[config.mk]
export PLATFORM = sky130hd
export DESIGN_NAME = dcp_dma_prog
export DESIGN_NICKNAME = d
export VERILOG_FILES = /design/src/logic/dcp_pkg.sv /design/src/logic/dcp_dma_prog.sv
export SDC_FILE = /design/constraint.sdc
export NUM_CORES = 1
export LEC_CHECK = 0
export BUFFER_PORTS_ARGS = -buffer_cell sky130_fd_sc_hd__buf_2
export CORE_MARGIN = 1.5
export CORE_UTILIZATION = 45
export DETAILED_ROUTE_END_ITERATION = 10
export PLACE_DENSITY = 0.57
export REMOVE_ABC_BUFFERS = 1
export SYNTH_ARGS = -nofsm -noshare
export SYNTH_HDL_FRONTEND = slang
export SYNTH_SLANG_ARGS = --single-unit
[constraint.sdc]
create_clock -name clock_i -period 6.3 [get_ports clock_i]
set_input_delay 0.63 -clock clock_i [delete_from_list [all_inputs] [get_ports clock_i]]
set_output_delay 0.63 -clock clock_i [all_outputs]
set_load 0.05 [all_outputs]
[src/logic/dcp_pkg.sv]
// constants shared by the dma channel programming block
package dcp_pkg;
   // ----------------------------------------------------------------
   // register port indices (5-bit i/o index)
   // ----------------------------------------------------------------
   localparam logic [4:0] DCP_IDX_ADDR_LAST  = 5'h0_7;  // 0..7 address/count bytes
   localparam logic [4:0] DCP_IDX_CMD_STAT   = 5'h0_8;  // write command, read status
   localparam logic [4:0] DCP_IDX_SW_REQ     = 5'h0_9;  // software_request
   localparam logic [4:0] DCP_IDX_SGL_MASK   = 5'h0_A;  // single_mask_write
   localparam logic [4:0] DCP_IDX_MODE       = 5'h0_B;  // channel_mode
   localparam logic [4:0] DCP_IDX_CLR_PTR    = 5'h0_C;  // strobe: pointer to low byte
   localparam logic [4:0] DCP_IDX_MCLR       = 5'h0_D;  // strobe: master clear
   localparam logic [4:0] DCP_IDX_CLR_MASK   = 5'h0_E;  // strobe: clear all masks
   localparam logic [4:0] DCP_IDX_ALL_MASK   = 5'h0_F;  // all_mask_bits
   localparam logic [4:0] DCP_IDX_SET_PTR    = 5'h1_0;  // strobe: pointer to high byte
   localparam logic [4:0] DCP_IDX_CLR_MCNT   = 5'h1_1;  // strobe: clear mode read counter
   localparam logic [4:0] DCP_IDX_CMD_RD     = 5'h1_2;  // command read-back
   // ----------------------------------------------------------------
   // command register fields
   // ----------------------------------------------------------------
   localparam int DCP_CMD_MM_BIT   = 0;
   localparam int DCP_CMD_HOLD_BIT = 1;
   localparam int DCP_CMD_DIS_BIT  = 2;
   // ----------------------------------------------------------------
   // mode register fields
   // ----------------------------------------------------------------
   localparam int DCP_MODE_OP_LSB  = 6;
   localparam int DCP_MODE_DOWN    = 5;
   localparam int DCP_MODE_AUTO    = 4;
   localparam int DCP_MODE_TT_LSB  = 2;
   localparam int DCP_SEL_LSB      = 0;
   localparam int DCP_VALUE_BIT    = 2;
   localparam logic [1:0] DCP_MODE_RD_LOW  = 2'h3;   // low mode bits read as ones
   localparam logic [3:0] DCP_REQ_RD_HIGH  = 4'hF;   // request read upper nibble
   localparam logic [5:0] DCP_MODE_RESET   = 6'h0_0;
   localparam logic [7:0] DCP_CMD_RESET    = 8'h0_0;
   localparam logic [3:0] DCP_MASK_RESET   = 4'hF;
   localparam logic [7:0] DCP_RD_ZERO      = 8'h0_0;
   localparam logic [15:0] DCP_CNT_ZERO    = 16'h0_000;
   localparam logic [15:0] DCP_ADDR_STEP   = 16'h0_001;
   // ----------------------------------------------------------------
   // encodings
   // ----------------------------------------------------------------
   typedef enum logic [1:0] {
      DCP_OP_DEMAND,
      DCP_OP_SINGLE,
      DCP_OP_BLOCK,
      DCP_OP_CASCADE
   } dcp_op_t;
   typedef enum logic [1:0] {
      DCP_TT_VERIFY,
      DCP_TT_WRITE,
      DCP_TT_READ,
      DCP_TT_ILLEGAL
   } dcp_tt_t;
   localparam int DCP_FIFO_DEPTH = 8;
   localparam int DCP_FIFO_WIDTH = 21;             // chan, type, addr, tc
endpackage

[src/logic/dcp_dma_prog.sv]
// dma channel programming block with transfer descriptor fifo
// Functional notes
// master disable stops all dma cycles
// address hold freezes channel 0 address; the code applies it only in memory-to-memory mode
// memory-to-memory bit pairs channels 0 and 1
// mode write: low bits pick channel
// mode reads step through channels, low ones
// top mode bits pick operating mode
// direction bit makes address count down
// auto reload restores current from base
// transfer type verify/write/read, 11 illegal
// request write sets or clears one bit
// software requests ignore the mask
// request read: bits 0-3, upper ones
// single mask write sets/clears one mask
// all-mask write and read, four bits
// masks set at reset, tc; clear cmd; the code sets a mask at tc only when auto reload is off
// status: tc flags low, pending high
// special commands use strobe, ignore data
// pointer commands select low or high byte
// master clear acts like hardware reset; the code leaves mode, address and count registers to hardware reset only
// mode counter clear restarts at channel 0
// host disables before reprogramming channels
// count rolls past zero signals terminal count
// terminal count reload copies base values
// byte pointer toggles per address/count access
`timescale 1ns/100ps
`default_nettype none

// ----------------------------------------------------------------
// small synchronous fifo
// ----------------------------------------------------------------
module dcp_fifo import dcp_pkg::*; #(
   parameter int WIDTH = DCP_FIFO_WIDTH,
   parameter int DEPTH = DCP_FIFO_DEPTH
) (
   input  wire logic             clock_i,   // system clock
   input  wire logic             rst_n_i,   // sync reset, low
   input  wire logic             clr_i,     // flush
   input  wire logic             in_valid_i, // write request
   output logic                  in_ready_o, // not full
   input  wire logic [WIDTH-1:0] in_data_i, // write data
   output logic                  out_valid_o, // not empty
   input  wire logic             out_ready_i, // read accept
   output logic      [WIDTH-1:0] out_data_o // head entry
);
   localparam int AW = $clog2(DEPTH);
   logic [WIDTH-1:0] mem_reg [DEPTH];
   logic [AW-1:0]    wr_ptr_reg;
   logic [AW-1:0]    rd_ptr_reg;
   logic [AW:0]      fill_reg;
   logic             push;
   logic             pop;

   assign in_ready_o  = (fill_reg < (AW+1)'(DEPTH));
   assign out_valid_o = (fill_reg != '0);
   assign push        = in_valid_i && in_ready_o;
   assign pop         = out_valid_o && out_ready_i;
   assign out_data_o  = mem_reg[rd_ptr_reg];

   always_ff @(posedge clock_i) begin
      if (push) begin
         mem_reg[wr_ptr_reg] <= in_data_i;
      end
   end

   always_ff @(posedge clock_i) begin
      if (!rst_n_i || clr_i) begin
         wr_ptr_reg <= '0;
         rd_ptr_reg <= '0;
         fill_reg   <= '0;
      end else begin
         if (push) begin
            wr_ptr_reg <= (wr_ptr_reg == AW'(DEPTH-1)) ? '0 : wr_ptr_reg + 1'b1;
         end
         if (pop) begin
            rd_ptr_reg <= (rd_ptr_reg == AW'(DEPTH-1)) ? '0 : rd_ptr_reg + 1'b1;
         end
         fill_reg <= fill_reg + (AW+1)'(push) - (AW+1)'(pop);
      end
   end
endmodule

// ----------------------------------------------------------------
// channel programming and transfer sequencing
// ----------------------------------------------------------------
module dcp_dma_prog import dcp_pkg::*; (
   input  wire logic        clock_i,             // 100 MHz clock
   input  wire logic        rst_n_i,             // sync reset, low
   input  wire logic [4:0]  io_addr_i,           // register index
   input  wire logic [7:0]  io_data_i,           // write data
   input  wire logic        io_read_strobe_n_i,  // i/o read, low
   input  wire logic        io_write_strobe_n_i, // i/o write, low
   output logic      [7:0]  io_data_o,           // read data
   output logic             io_data_oe_o,        // high while driving data
   input  wire logic [3:0]  dreq_i,              // external requests
   output logic             xfer_valid_o,        // descriptor available
   input  wire logic        xfer_ready_i,        // descriptor taken
   output logic      [1:0]  xfer_chan_o,         // channel of transfer
   output logic      [1:0]  xfer_type_o,         // verify/write/read
   output logic      [15:0] xfer_addr_o,         // transfer address
   output logic             xfer_tc_o            // last transfer of block
);
   // ----------------------------------------------------------------
   // strobe edge detection and decode
   // ----------------------------------------------------------------
   logic rd_q_reg, wr_q_reg, rd_fall, wr_fall, mclr, clr;

   // idle level at reset, so a strobe already low when reset ends is seen as an edge
   always_ff @(posedge clock_i) begin
      rd_q_reg <= !rst_n_i || io_read_strobe_n_i;
      wr_q_reg <= !rst_n_i || io_write_strobe_n_i;
   end

   assign rd_fall = rd_q_reg && !io_read_strobe_n_i;
   assign wr_fall = wr_q_reg && !io_write_strobe_n_i;

   // strobe alone triggers commands; data and direction ignored
   function automatic logic hit(input logic [4:0] idx);
      hit = (rd_fall || wr_fall) && (io_addr_i == idx);
   endfunction

   logic wr_cmd, wr_req, wr_sgl, wr_mode, wr_all, rd_stat, rd_mode, ab_acc;
   assign mclr    = hit(DCP_IDX_MCLR);
   assign clr     = !rst_n_i || mclr;
   assign wr_cmd  = wr_fall && io_addr_i == DCP_IDX_CMD_STAT;
   assign wr_req  = wr_fall && io_addr_i == DCP_IDX_SW_REQ;
   assign wr_sgl  = wr_fall && io_addr_i == DCP_IDX_SGL_MASK;
   assign wr_mode = wr_fall && io_addr_i == DCP_IDX_MODE;
   assign wr_all  = wr_fall && io_addr_i == DCP_IDX_ALL_MASK;
   assign rd_stat = rd_fall && io_addr_i == DCP_IDX_CMD_STAT;
   assign rd_mode = rd_fall && io_addr_i == DCP_IDX_MODE;
   assign ab_acc  = (rd_fall || wr_fall) && io_addr_i <= DCP_IDX_ADDR_LAST;

   // ----------------------------------------------------------------
   // command register, byte pointer, mode read counter
   // ----------------------------------------------------------------
   logic [7:0] cmd_reg;
   logic [1:0] mcnt_reg;
   logic       ptr_reg, master_disable, address_hold, mem_to_mem;

   always_ff @(posedge clock_i) begin
      if (clr) begin
         cmd_reg <= DCP_CMD_RESET;
      end else if (wr_cmd) begin
         cmd_reg <= io_data_i;
      end
   end
   assign master_disable = cmd_reg[DCP_CMD_DIS_BIT];
   assign address_hold   = cmd_reg[DCP_CMD_HOLD_BIT];
   assign mem_to_mem     = cmd_reg[DCP_CMD_MM_BIT];

   always_ff @(posedge clock_i) begin
      if (clr || hit(DCP_IDX_CLR_PTR)) begin
         ptr_reg <= 1'b0;
      end else if (hit(DCP_IDX_SET_PTR)) begin
         ptr_reg <= 1'b1;
      end else if (ab_acc) begin
         ptr_reg <= !ptr_reg;
      end
   end

   always_ff @(posedge clock_i) begin
      if (clr || hit(DCP_IDX_CLR_MCNT)) begin
         mcnt_reg <= 2'b00;
      end else if (rd_mode) begin
         mcnt_reg <= mcnt_reg + 1'b1;
      end
   end

   // ----------------------------------------------------------------
   // transfer sequencing
   // ----------------------------------------------------------------
   logic [5:0]  mode_reg  [4];
   logic [15:0] cur_addr  [4];
   logic [15:0] cur_cnt   [4];
   logic [3:0]  mask_reg, swreq_reg, tcflag_reg, pend_reg, want;
   logic [1:0]  step_ch, step_tt;
   logic        mm_phase_reg, fifo_in_ready, step, tc_hit;

   // the mask never gates software requests
   always_comb begin
      for (int i = 0; i < 4; i++) begin
         want[i] = (swreq_reg[i] || (dreq_i[i] && !mask_reg[i]))
                   && (dcp_op_t'(mode_reg[i][DCP_MODE_OP_LSB-2 +: 2]) != DCP_OP_CASCADE);
      end
   end

   always_comb begin
      step_ch = 2'd0;
      if (mem_to_mem) begin
         step_ch = {1'b0, mm_phase_reg};
      end else if (!want[0]) begin
         step_ch = want[1] ? 2'd1 : (want[2] ? 2'd2 : 2'd3);
      end
   end

   // fifo back-pressure stalls the sequencer
   assign step    = !master_disable && fifo_in_ready
                    && (mem_to_mem ? want[0] : (want != 4'b0000));
   assign tc_hit  = step && (cur_cnt[step_ch] == DCP_CNT_ZERO);
   assign step_tt = mem_to_mem ? (mm_phase_reg ? DCP_TT_WRITE : DCP_TT_READ)
                               : mode_reg[step_ch][DCP_MODE_TT_LSB-2 +: 2];

   always_ff @(posedge clock_i) begin
      if (clr || !mem_to_mem) begin
         mm_phase_reg <= 1'b0;
      end else if (step) begin
         mm_phase_reg <= !mm_phase_reg;
      end
   end

   // ----------------------------------------------------------------
   // per-channel state
   // ----------------------------------------------------------------
   generate
      for (genvar c = 0; c < 4; c++) begin : g_ch
         logic [15:0] base_addr_reg, base_cnt_reg, cur_addr_reg, cur_cnt_reg;
         logic        mine, done, auto, hold, ab_wr;

         assign mine  = step && step_ch == 2'(c);
         // a memory-to-memory block ends for both channels on channel 1's count
         assign done  = (mine && tc_hit)
                        || (c == 0 && mem_to_mem && step && step_ch == 2'd1 && tc_hit);
         assign auto  = mode_reg[c][DCP_MODE_AUTO-2];
         assign hold  = (c == 0) && mem_to_mem && address_hold;
         assign ab_wr = wr_fall && io_addr_i <= DCP_IDX_ADDR_LAST
                        && io_addr_i[2:1] == 2'(c);
         assign cur_addr[c] = cur_addr_reg;
         assign cur_cnt[c]  = cur_cnt_reg;

         always_ff @(posedge clock_i) begin
            if (!rst_n_i) begin
               mode_reg[c] <= DCP_MODE_RESET;
            end else if (wr_mode && io_data_i[1:0] == 2'(c)) begin
               mode_reg[c] <= io_data_i[7:2];
            end
         end

         // host writes load base and current together, one byte at a time
         always_ff @(posedge clock_i) begin
            if (!rst_n_i) begin
               base_addr_reg <= DCP_CNT_ZERO;
               base_cnt_reg  <= DCP_CNT_ZERO;
               cur_addr_reg  <= DCP_CNT_ZERO;
               cur_cnt_reg   <= DCP_CNT_ZERO;
            end else if (ab_wr && !io_addr_i[0]) begin
               base_addr_reg[{ptr_reg, 3'b000} +: 8] <= io_data_i;
               cur_addr_reg[{ptr_reg, 3'b000} +: 8]  <= io_data_i;
            end else if (ab_wr) begin
               base_cnt_reg[{ptr_reg, 3'b000} +: 8] <= io_data_i;
               cur_cnt_reg[{ptr_reg, 3'b000} +: 8]  <= io_data_i;
            end else if (done && auto) begin
               cur_addr_reg <= base_addr_reg;
               cur_cnt_reg  <= base_cnt_reg;
            end else if (mine) begin
               cur_cnt_reg <= cur_cnt_reg - DCP_ADDR_STEP;
               if (!hold) begin
                  cur_addr_reg <= mode_reg[c][DCP_MODE_DOWN-2]
                                  ? cur_addr_reg - DCP_ADDR_STEP
                                  : cur_addr_reg + DCP_ADDR_STEP;
               end
            end
         end

         always_ff @(posedge clock_i) begin
            if (clr) begin
               mask_reg[c] <= DCP_MASK_RESET[c];
            end else if (hit(DCP_IDX_CLR_MASK)) begin
               mask_reg[c] <= 1'b0;
            end else if (wr_sgl && io_data_i[1:0] == 2'(c)) begin
               mask_reg[c] <= io_data_i[DCP_VALUE_BIT];
            end else if (wr_all) begin
               mask_reg[c] <= io_data_i[c];
            end else if (done && !auto) begin
               mask_reg[c] <= 1'b1;
            end
         end

         always_ff @(posedge clock_i) begin
            if (clr) begin
               swreq_reg[c] <= 1'b0;
            end else if (wr_req && io_data_i[1:0] == 2'(c)) begin
               swreq_reg[c] <= io_data_i[DCP_VALUE_BIT];
            end else if (done || (mine && dcp_op_t'(mode_reg[c][5:4]) == DCP_OP_SINGLE)) begin
               swreq_reg[c] <= 1'b0;
            end
         end

         // terminal count set wins over the clearing status read
         always_ff @(posedge clock_i) begin
            if (clr) begin
               tcflag_reg[c] <= 1'b0;
            end else if (done) begin
               tcflag_reg[c] <= 1'b1;
            end else if (rd_stat) begin
               tcflag_reg[c] <= 1'b0;
            end
         end

         always_ff @(posedge clock_i) begin
            pend_reg[c] <= !clr && dreq_i[c];
         end
      end
   endgenerate

   // ----------------------------------------------------------------
   // read data path
   // ----------------------------------------------------------------
   logic [7:0] rd_next;
   logic [15:0] ab_word;

   always_comb begin
      ab_word = io_addr_i[0] ? cur_cnt[io_addr_i[2:1]] : cur_addr[io_addr_i[2:1]];
      rd_next = DCP_RD_ZERO;
      if (io_addr_i <= DCP_IDX_ADDR_LAST) begin
         rd_next = ptr_reg ? ab_word[15:8] : ab_word[7:0];
      end else begin
         unique case (io_addr_i)
            DCP_IDX_CMD_STAT: rd_next = {pend_reg, tcflag_reg};
            DCP_IDX_SW_REQ:   rd_next = {DCP_REQ_RD_HIGH, swreq_reg};
            DCP_IDX_MODE:     rd_next = {mode_reg[mcnt_reg], DCP_MODE_RD_LOW};
            DCP_IDX_ALL_MASK: rd_next = {4'h0, mask_reg};
            DCP_IDX_CMD_RD:   rd_next = cmd_reg;
            default:          rd_next = DCP_RD_ZERO;
         endcase
      end
   end

   always_ff @(posedge clock_i) begin
      if (!rst_n_i) begin
         io_data_o <= DCP_RD_ZERO;
      end else if (rd_fall) begin
         io_data_o <= rd_next;
      end
   end

   assign io_data_oe_o = !io_read_strobe_n_i && !rd_fall;

   // ----------------------------------------------------------------
   // descriptor fifo
   // ----------------------------------------------------------------
   logic [DCP_FIFO_WIDTH-1:0] fifo_out;

   dcp_fifo #(.WIDTH(DCP_FIFO_WIDTH), .DEPTH(DCP_FIFO_DEPTH)) u_fifo (
      .clock_i     (clock_i),
      .rst_n_i     (rst_n_i),
      .clr_i       (mclr),
      .in_valid_i  (step),
      .in_ready_o  (fifo_in_ready),
      .in_data_i   ({step_ch, step_tt, cur_addr[step_ch], tc_hit}),
      .out_valid_o (xfer_valid_o),
      .out_ready_i (xfer_ready_i),
      .out_data_o  (fifo_out)
   );
   assign {xfer_chan_o, xfer_type_o, xfer_addr_o, xfer_tc_o} = fifo_out;
endmodule

`default_nettype wire

### Word-level counts from Yosys, hierarchy flattened

Memory sizes are Yosys's and may differ from the RTL's. A register that Yosys moved wholly into a read port is not among the register bits.
Cells that the tools add are included.

* bits in registers: 304
* bits in writable memories: 192
* input bits: 22
* logic and storage cells: 392
* memories kept: 2

* add/subtract/negate cells: 18
* order comparisons: 4
* eq/ne operators: 35
* shift-type cells: 2
* muxes and demuxes: 128
* bitwise operators: 10
* reduce and logical (&&, ||, !) cells: 151

Memory list
* u_fifo.mem_reg: words 8, bits a word 21, rd ports 1, clocked after memory_dff 1, write ports 1, RTL line dcp_dma_prog.sv:48 `logic [WIDTH-1:0] mem_reg [DEPTH];`
* mode_reg: words 4, bits a word 6, rd ports 6, clocked after memory_dff 1, write ports 4, RTL line dcp_dma_prog.sv:174 `logic [5:0] mode_reg [4];`

Operators by type and width (number)
* 2-to-1 mux 16 bit: 42
* bitwise mux 16 bit: 16
* binary-select mux 16 bit (select 2 bit): 4
* subtractor 16 x 1 -> 16 bit (second input constant): 8
* logical AND 1 bit: 78
* adder 16 x 1 -> 16 bit (second input constant): 4
* 2-to-1 mux 1 bit: 48
* equality test 5 x 4 -> 1 bit (second input constant): 8
* one-hot mux 8 bit (5 select lines): 1
* 2-to-1 mux 6 bit: 4
* nonzero test 3 bit: 8
* nonzero test 4 bit: 6
* AND reduction 2 bit: 11
* logical NOT 1 bit: 18
* nonzero test 2 bit: 9
* logical NOT 16 bit: 1
* logical OR 1 bit: 16
* 2-to-1 mux 8 bit: 2
* variable shift 8 x 6 -> 16 bit (first input constant): 1
* variable part select 8 x 6 -> 16 bit: 1
* equality test 5 bit (second input constant): 3
* equality test 2 x 1 -> 1 bit (second input constant): 7
* 2-to-1 mux 2 bit: 7
* equality test 2 bit (second input constant): 6
* 18 further kinds: 39

### Longest topological paths before layout

* word-level depth: 21
* depth in mapped cells: 12
* gate-level depth less buffers: 12

### Hierarchy

Synthesis repeated with hierarchy kept, for this count alone.

* cell total of the unflattened synthesis: 2790
* area total of the unflattened synthesis: 27173.6 µm²

By module, submodules not included
* dcp_dma_prog: instances 1, cells each 2467, area each 20053.0 µm², seq. area each 6646.4 µm²
* dcp_fifo: instances 1, cells each 323, area each 7120.6 µm², seq. area each 5305.1 µm²

### Least setup slack after synthesis

OpenSTA, ideal clock, no wires.

* path kind: input -> register
* from: input port dreq_i[0]
* to: memory u_fifo.mem_reg[2][0] (netlist bit) (enable)
* data arrival time: 3922 ps
* data required time: 5840 ps
* path slack: 1918 ps
* cell stages on the path: 5
* cells stage by stage: nor2b_1 -> a2bb2oi_1 -> o21ai_0 -> clkbuf_1 -> nor4b_1

* word-level cells in the longest chain between the ends: 9

RTL lines
* start: declaration: RTL line dcp_dma_prog.sv:96 `input wire logic [3:0] dreq_i,`
* logical AND 1 bit *: RTL line dcp_dma_prog.sv:184 `want[i] = (swreq_reg[i] || (dreq_i[i] && !mask_reg[i]))`
* logical OR 1 bit *: RTL line dcp_dma_prog.sv:184
* logical AND 1 bit *: RTL line dcp_dma_prog.sv:185 `&& (dcp_op_t'(mode_reg[i][DCP_MODE_OP_LSB-2 +: 2]) != DCP_OP_CASCADE);`
* nonzero test 4 bit: RTL line dcp_dma_prog.sv:200 `&& (mem_to_mem ? want[0] : (want != 4'b0000));`
* 2-to-1 mux 1 bit *: RTL line dcp_dma_prog.sv:200
* logical AND 1 bit *: RTL line dcp_dma_prog.sv:200
* logical AND 1 bit *: RTL line dcp_dma_prog.sv:57 `assign push = in_valid_i && in_ready_o;`
* 2-to-1 mux 1 bit *: RTL line dcp_dma_prog.sv:62 `if (push) begin`
* 2-to-1 mux 1 bit (not written as such) *: RTL line dcp_dma_prog.sv:63 `mem_reg[wr_ptr_reg] <= in_data_i;`
* end: declaration: RTL line dcp_dma_prog.sv:48

Mark *: on every way between the ends. The rest lies on a longest branch, timed or not.

### Worst setup path in the final report

* from: register cmd_reg[0]
* to: register g_ch[1].cur_addr_reg[12]

* word-level cells in the longest chain between the ends: 12
* elaborated cells on any way between the ends: 18
* classes of those cells: eq/ne (1); mux (8); bitwise (1); reduce/logical (8)

RTL lines
* start: declaration: RTL line dcp_dma_prog.sv:138 `logic [7:0] cmd_reg;`
* start signal: assignment: RTL line dcp_dma_prog.sv:146 `cmd_reg <= io_data_i;`
* 2-to-1 mux 2 bit: RTL line dcp_dma_prog.sv:191 `if (mem_to_mem) begin`
* NOT 2 -> 3 bit (not written as such): RTL line dcp_dma_prog.sv:201 `assign tc_hit = step && (cur_cnt[step_ch] == DCP_CNT_ZERO);`
* binary-select mux 16 bit (select 2 bit): RTL line dcp_dma_prog.sv:201
* 2-to-1 mux 16 bit (not written as such) (2 in series): RTL line dcp_dma_prog.sv:201
* logical NOT 16 bit: RTL line dcp_dma_prog.sv:201
* logical AND 1 bit: RTL line dcp_dma_prog.sv:201
* logical AND 1 bit: RTL line dcp_dma_prog.sv:223 `assign done = (mine && tc_hit)`
* logical AND 1 bit: RTL line dcp_dma_prog.sv:253 `end else if (done && auto) begin`
* 2-to-1 mux 16 bit: RTL line dcp_dma_prog.sv:253
* 2-to-1 mux 16 bit: RTL line dcp_dma_prog.sv:250 `end else if (ab_wr) begin`
* 2-to-1 mux 16 bit: RTL line dcp_dma_prog.sv:247 `end else if (ab_wr && !io_addr_i[0]) begin`
* end signal: indexed assignment: RTL line dcp_dma_prog.sv:249 `cur_addr_reg[{ptr_reg, 3'b000} +: 8] <= io_data_i;`
* end signal: assignment: RTL line dcp_dma_prog.sv:254 `cur_addr_reg <= base_addr_reg;`
* end signal: assignment: RTL line dcp_dma_prog.sv:259 `cur_addr_reg <= mode_reg[c][DCP_MODE_DOWN-2]`
* end: declaration: RTL line dcp_dma_prog.sv:218 `logic [15:0] base_addr_reg, base_cnt_reg, cur_addr_reg, cur_cnt_reg;`

Parallel ways exist; a longest one is shown, timed or not. The select of a mux whose other input is x is not followed.
A chain may end at the register's enable or synchronous reset.

==> flow_summary.rst <==
.. list-table::
   :header-rows: 1

   * - Metric
     - Value
   * - Run status
     - completed
   * - Total clock buffers created by CTS
     - 53
   * - Reg2reg setup slack
     - between 2 and 2.5 ns
   * - Filler cells
     - 5359
   * - Post-synthesis to final-layout area growth
     - 10.6%
   * - Chip height
     - between 200 and 250 um
   * - Core Rows
     - between 80 and 90
   * - Number of synthesized flops with an enable pin
     - roughly 190
   * - H-tree levels
     - 2
   * - Footprint of the flip-flops and latches
     - approximately 12000 um^2
   * - Top area cells in the synthesized netlist
     - dfxtp_1 23%, edfxtp_1 22%, mux4_2 7.5%
   * - Net switching power
     - roughly 2.2 mW
   * - Num Clock Sinks
     - 501
   * - Critical path data arrival time
     - 4.71 ns
   * - Max FFs per register
     - ~170
   * - Fraction of post-synthesis cell area in the top cell type by area
     - 0.234
   * - First-pass detailed-route iteration total
     - 6
   * - Initial antenna violation count
     - 3
   * - Full die area
     - between 60000 and 70000 um^2
   * - Startpoint of the most critical setup path
     - cmd_reg[0]$_SDFFE_PP0P_
   * - Buffer cell driving the clock tree root
     - clkbuf_16
   * - Number of buffers added on ports
     - between 50 and 60
   * - Sequential fraction of the synthesis area
     - 0.452
   * - Detailed-route via count
     - approximately 22000
   * - Endpoints failing setup
     - 0
   * - Largest fanout on the critical path
     - 17
   * - Buffer count from post-CTS setup fixing
     - 0
   * - Starting Density
     - 0.456
   * - Comb pwr share
     - 0.152
   * - Count of cell types in the netlist
     - 84
   * - Worst clock skew
     - 0.0331 ns
   * - Kind of end point of the critical path
     - flop
   * - Endpoints failing hold
     - 0
   * - Crit Path Class
     - flop to flop
   * - Clock latency reported for the late side of the worst-skew pair
     - around 0.63 ns
   * - Normalized max-slew margin
     - 0.0279
   * - RSZ-0062 raised after global routing
     - no
   * - Startpoint type of the worst setup path
     - flop
   * - Vias per cell
     - 6.17
   * - Via count of the first global-routing pass
     - 21300
   * - Required time of the worst setup path
     - roughly 6.8 ns
   * - Post-synth top cells
     - 475 x nand2_1, 309 x dfxtp_1, 264 x a21oi_1
   * - Total negative slack
     - 0 ns
   * - Final GP Congestion
     - between 0.9 and 1
   * - Period minus WS final
     - ~4.3 ns
   * - TritonCTS clock tree
     - done
   * - Core Area
     - 57900 um^2
   * - Library cell with the highest instance count after synthesis
     - nand2_1
   * - Total global routing overflow
     - 0
   * - DR WL/cell
     - ~24 um
   * - Share of async-settable or async-resettable flops after synthesis
     - 0
   * - # IOs
     - 53
   * - Routed Antenna Nets
     - 0
   * - Global-route wire length before repair
     - about 130000 um
   * - Highest clock rate
     - around 230 MHz
   * - Measured slew at the worst slew-check pin
     - 1.44 ns
   * - Final Cycle Share
     - 0.675
   * - Clock slew at reported path FFs
     - 0.06 ns
   * - #FFs+latches synth
     - 501
   * - Number of remaining DRC errors
     - 0
   * - Static power due to leakage
     - 10.4 nW
   * - Number of nets at the end of the flow
     - approximately 2900
   * - Power per standard cell area
     - 274 nW/um^2
   * - Half-perimeter wire length after placement
     - slightly below 60000 um
   * - Synthesized instance count
     - 2836
   * - Utilization after layout
     - 0.504
   * - Share of total power in the clock network
     - 0.408
   * - Violation count after the first detailed-route iteration
     - 2045
   * - Total of hold buffers inserted after clock tree synthesis
     - 0
   * - Post-Synthesis Mean Instance Area
     - roughly 9.3 um^2
   * - Area of the mapped netlist
     - 26400 um^2
   * - Max Buffers Root-to-Sink
     - 3
   * - Largest net degree at the start of global routing
     - 73
   * - Yosys warns
     - 0
   * - Routed wire length
     - approximately 86000 um
   * - Top FF cell, synth
     - dfxtp_1
   * - VDD IR max
     - around 0.21 mV
   * - Largest area contributor in the synthesized netlist
     - dfxtp_1
   * - Sequential power share
     - 0.440
   * - Max-slew violations
     - 0
   * - Gr usage total
     - 0.282
   * - Internal power
     - roughly 5.8 mW
   * - DIE WIDTH
     - about 250 um
   * - Launch instance of the worst register-to-register path
     - cmd_reg[0]$_SDFFE_PP0P_
   * - Fraction of power spent switching nets
     - 0.277
   * - Post-CTS resize count
     - 0
   * - Hold Crit Depth
     - 2
   * - Max cap viols
     - 0
   * - Path depth of the worst reg2reg path
     - 9
   * - Min-Delay Startpoint
     - io_write_strobe_n_i
   * - Multi-input gate area in the final layout
     - between 10000 and 15000 um^2
   * - Share of cells above drive strength 1
     - 0.120
   * - Class of the tightest hold or removal check
     - primary input to flop
==> metrics by stage <==
stage	std cells	cell area, um^2	hold slack [ns]	worst slack (ns)	power [mW]
floorplan	2654	25700	0.433	1.40	4.43
detailed placement	3522	27400	0.444	1.80	4.80
CTS	3622	29200	0.206	2.11	8.04
global placement	3522	27400	0.439	2.01	4.78
global route	3622	29200	0.222	1.68	8.26
finish	3623	29200	0.234	2.04	8.00
==> final timing paths <==
check,end
worst max register to register,g_ch[1].cur_addr_reg[12]$_SDFFE_PN0P_
worst min register to register,g_ch[2].base_addr_reg[5]$_SDFFE_PN0P_
worst min-delay path,wr_q_reg$_DFF_P_
worst max-delay path,g_ch[1].cur_addr_reg[12]$_SDFFE_PN0P_
==> placed cells by master, fill, tap and decap left out, types with 55 or more instances in the layout <==
| master | instances |
|---|---|
| nor2_1 | 247 |
| ha_1 | 69 |
| o21ai_0 | 171 |
| clkbuf_16 | 55 |
| nand3_1 | 85 |
| a21oi_1 | 264 |
| a31oi_1 | 62 |
| edfxtp_1 | 192 |
| dfxtp_1 | 306 |
| nand2_1 | 475 |
| o211ai_1 | 70 |
| mux4_2 | 88 |
==> per-layer routing <==
| metal | wire length, um | GRT usage |
|---|---|---|
| met5 | 26 | 0 |
| met1 | 36700 | 0.380 |
| met4 | 3220 | 0.110 |
| met3 | 5990 | 0.0362 |
| met2 | 39600 | 0.460 |
==> area by class of cell <==
cell class | instances | area share
Antenna cell | 1 | 0.0000857
Sequential cell | 501 | 0.409
Clock inverter | 24 | 0.00904
Timing Repair Buffer | 103 | 0.0221
Inverter | 54 | 0.00711
Multi-Input combinational cell | 2099 | 0.466
Clock buffer | 76 | 0.0536
Tap cell | 765 | 0.0328
==> power groups by stage <==
stage | Sequential, mW | Combinational, mW | Clock (mW)
6_report | 3.51 | 1.22 | 3.26
5_1_grt | 3.52 | 1.31 | 3.42
4_1_cts | 3.52 | 1.22 | 3.30
3_5_place_dp | 3.59 | 1.21 | 0
3_3_place_gp | 3.58 | 1.19 | 0
2_1_floorplan | 3.59 | 0.842 | 0
==> cell families (layout without fill, tap and decap cells) <==
logic type / Yosys count / count (layout) / synth area share
buf+inv: 236 / 257 / 0.0349
xor+xnor: 98 / 98 / 0.0325
simple gates: 1039 / 1039 / 0.174
fa+ha+maj: 74 / 74 / 0.0365
compound gates: 774 / 774 / 0.184
mux: 114 / 114 / 0.0859
flops: 501 / 501 / 0.452
other cells: 0 / 1 / 0
==> critical path: stages, from the launching register on <==
cell,delay (ns)
dfxtp_1,0.46
or2_2,0.37
o21ai_0,0.23
nand2_1,0.43
inv_1,0.54
o21ai_2,0.23
a211oi_1,0.47
nand2_1,0.60
mux2i_1,0.26
a2111oi_0,0.48
Power figures use the tool's default switching activity.
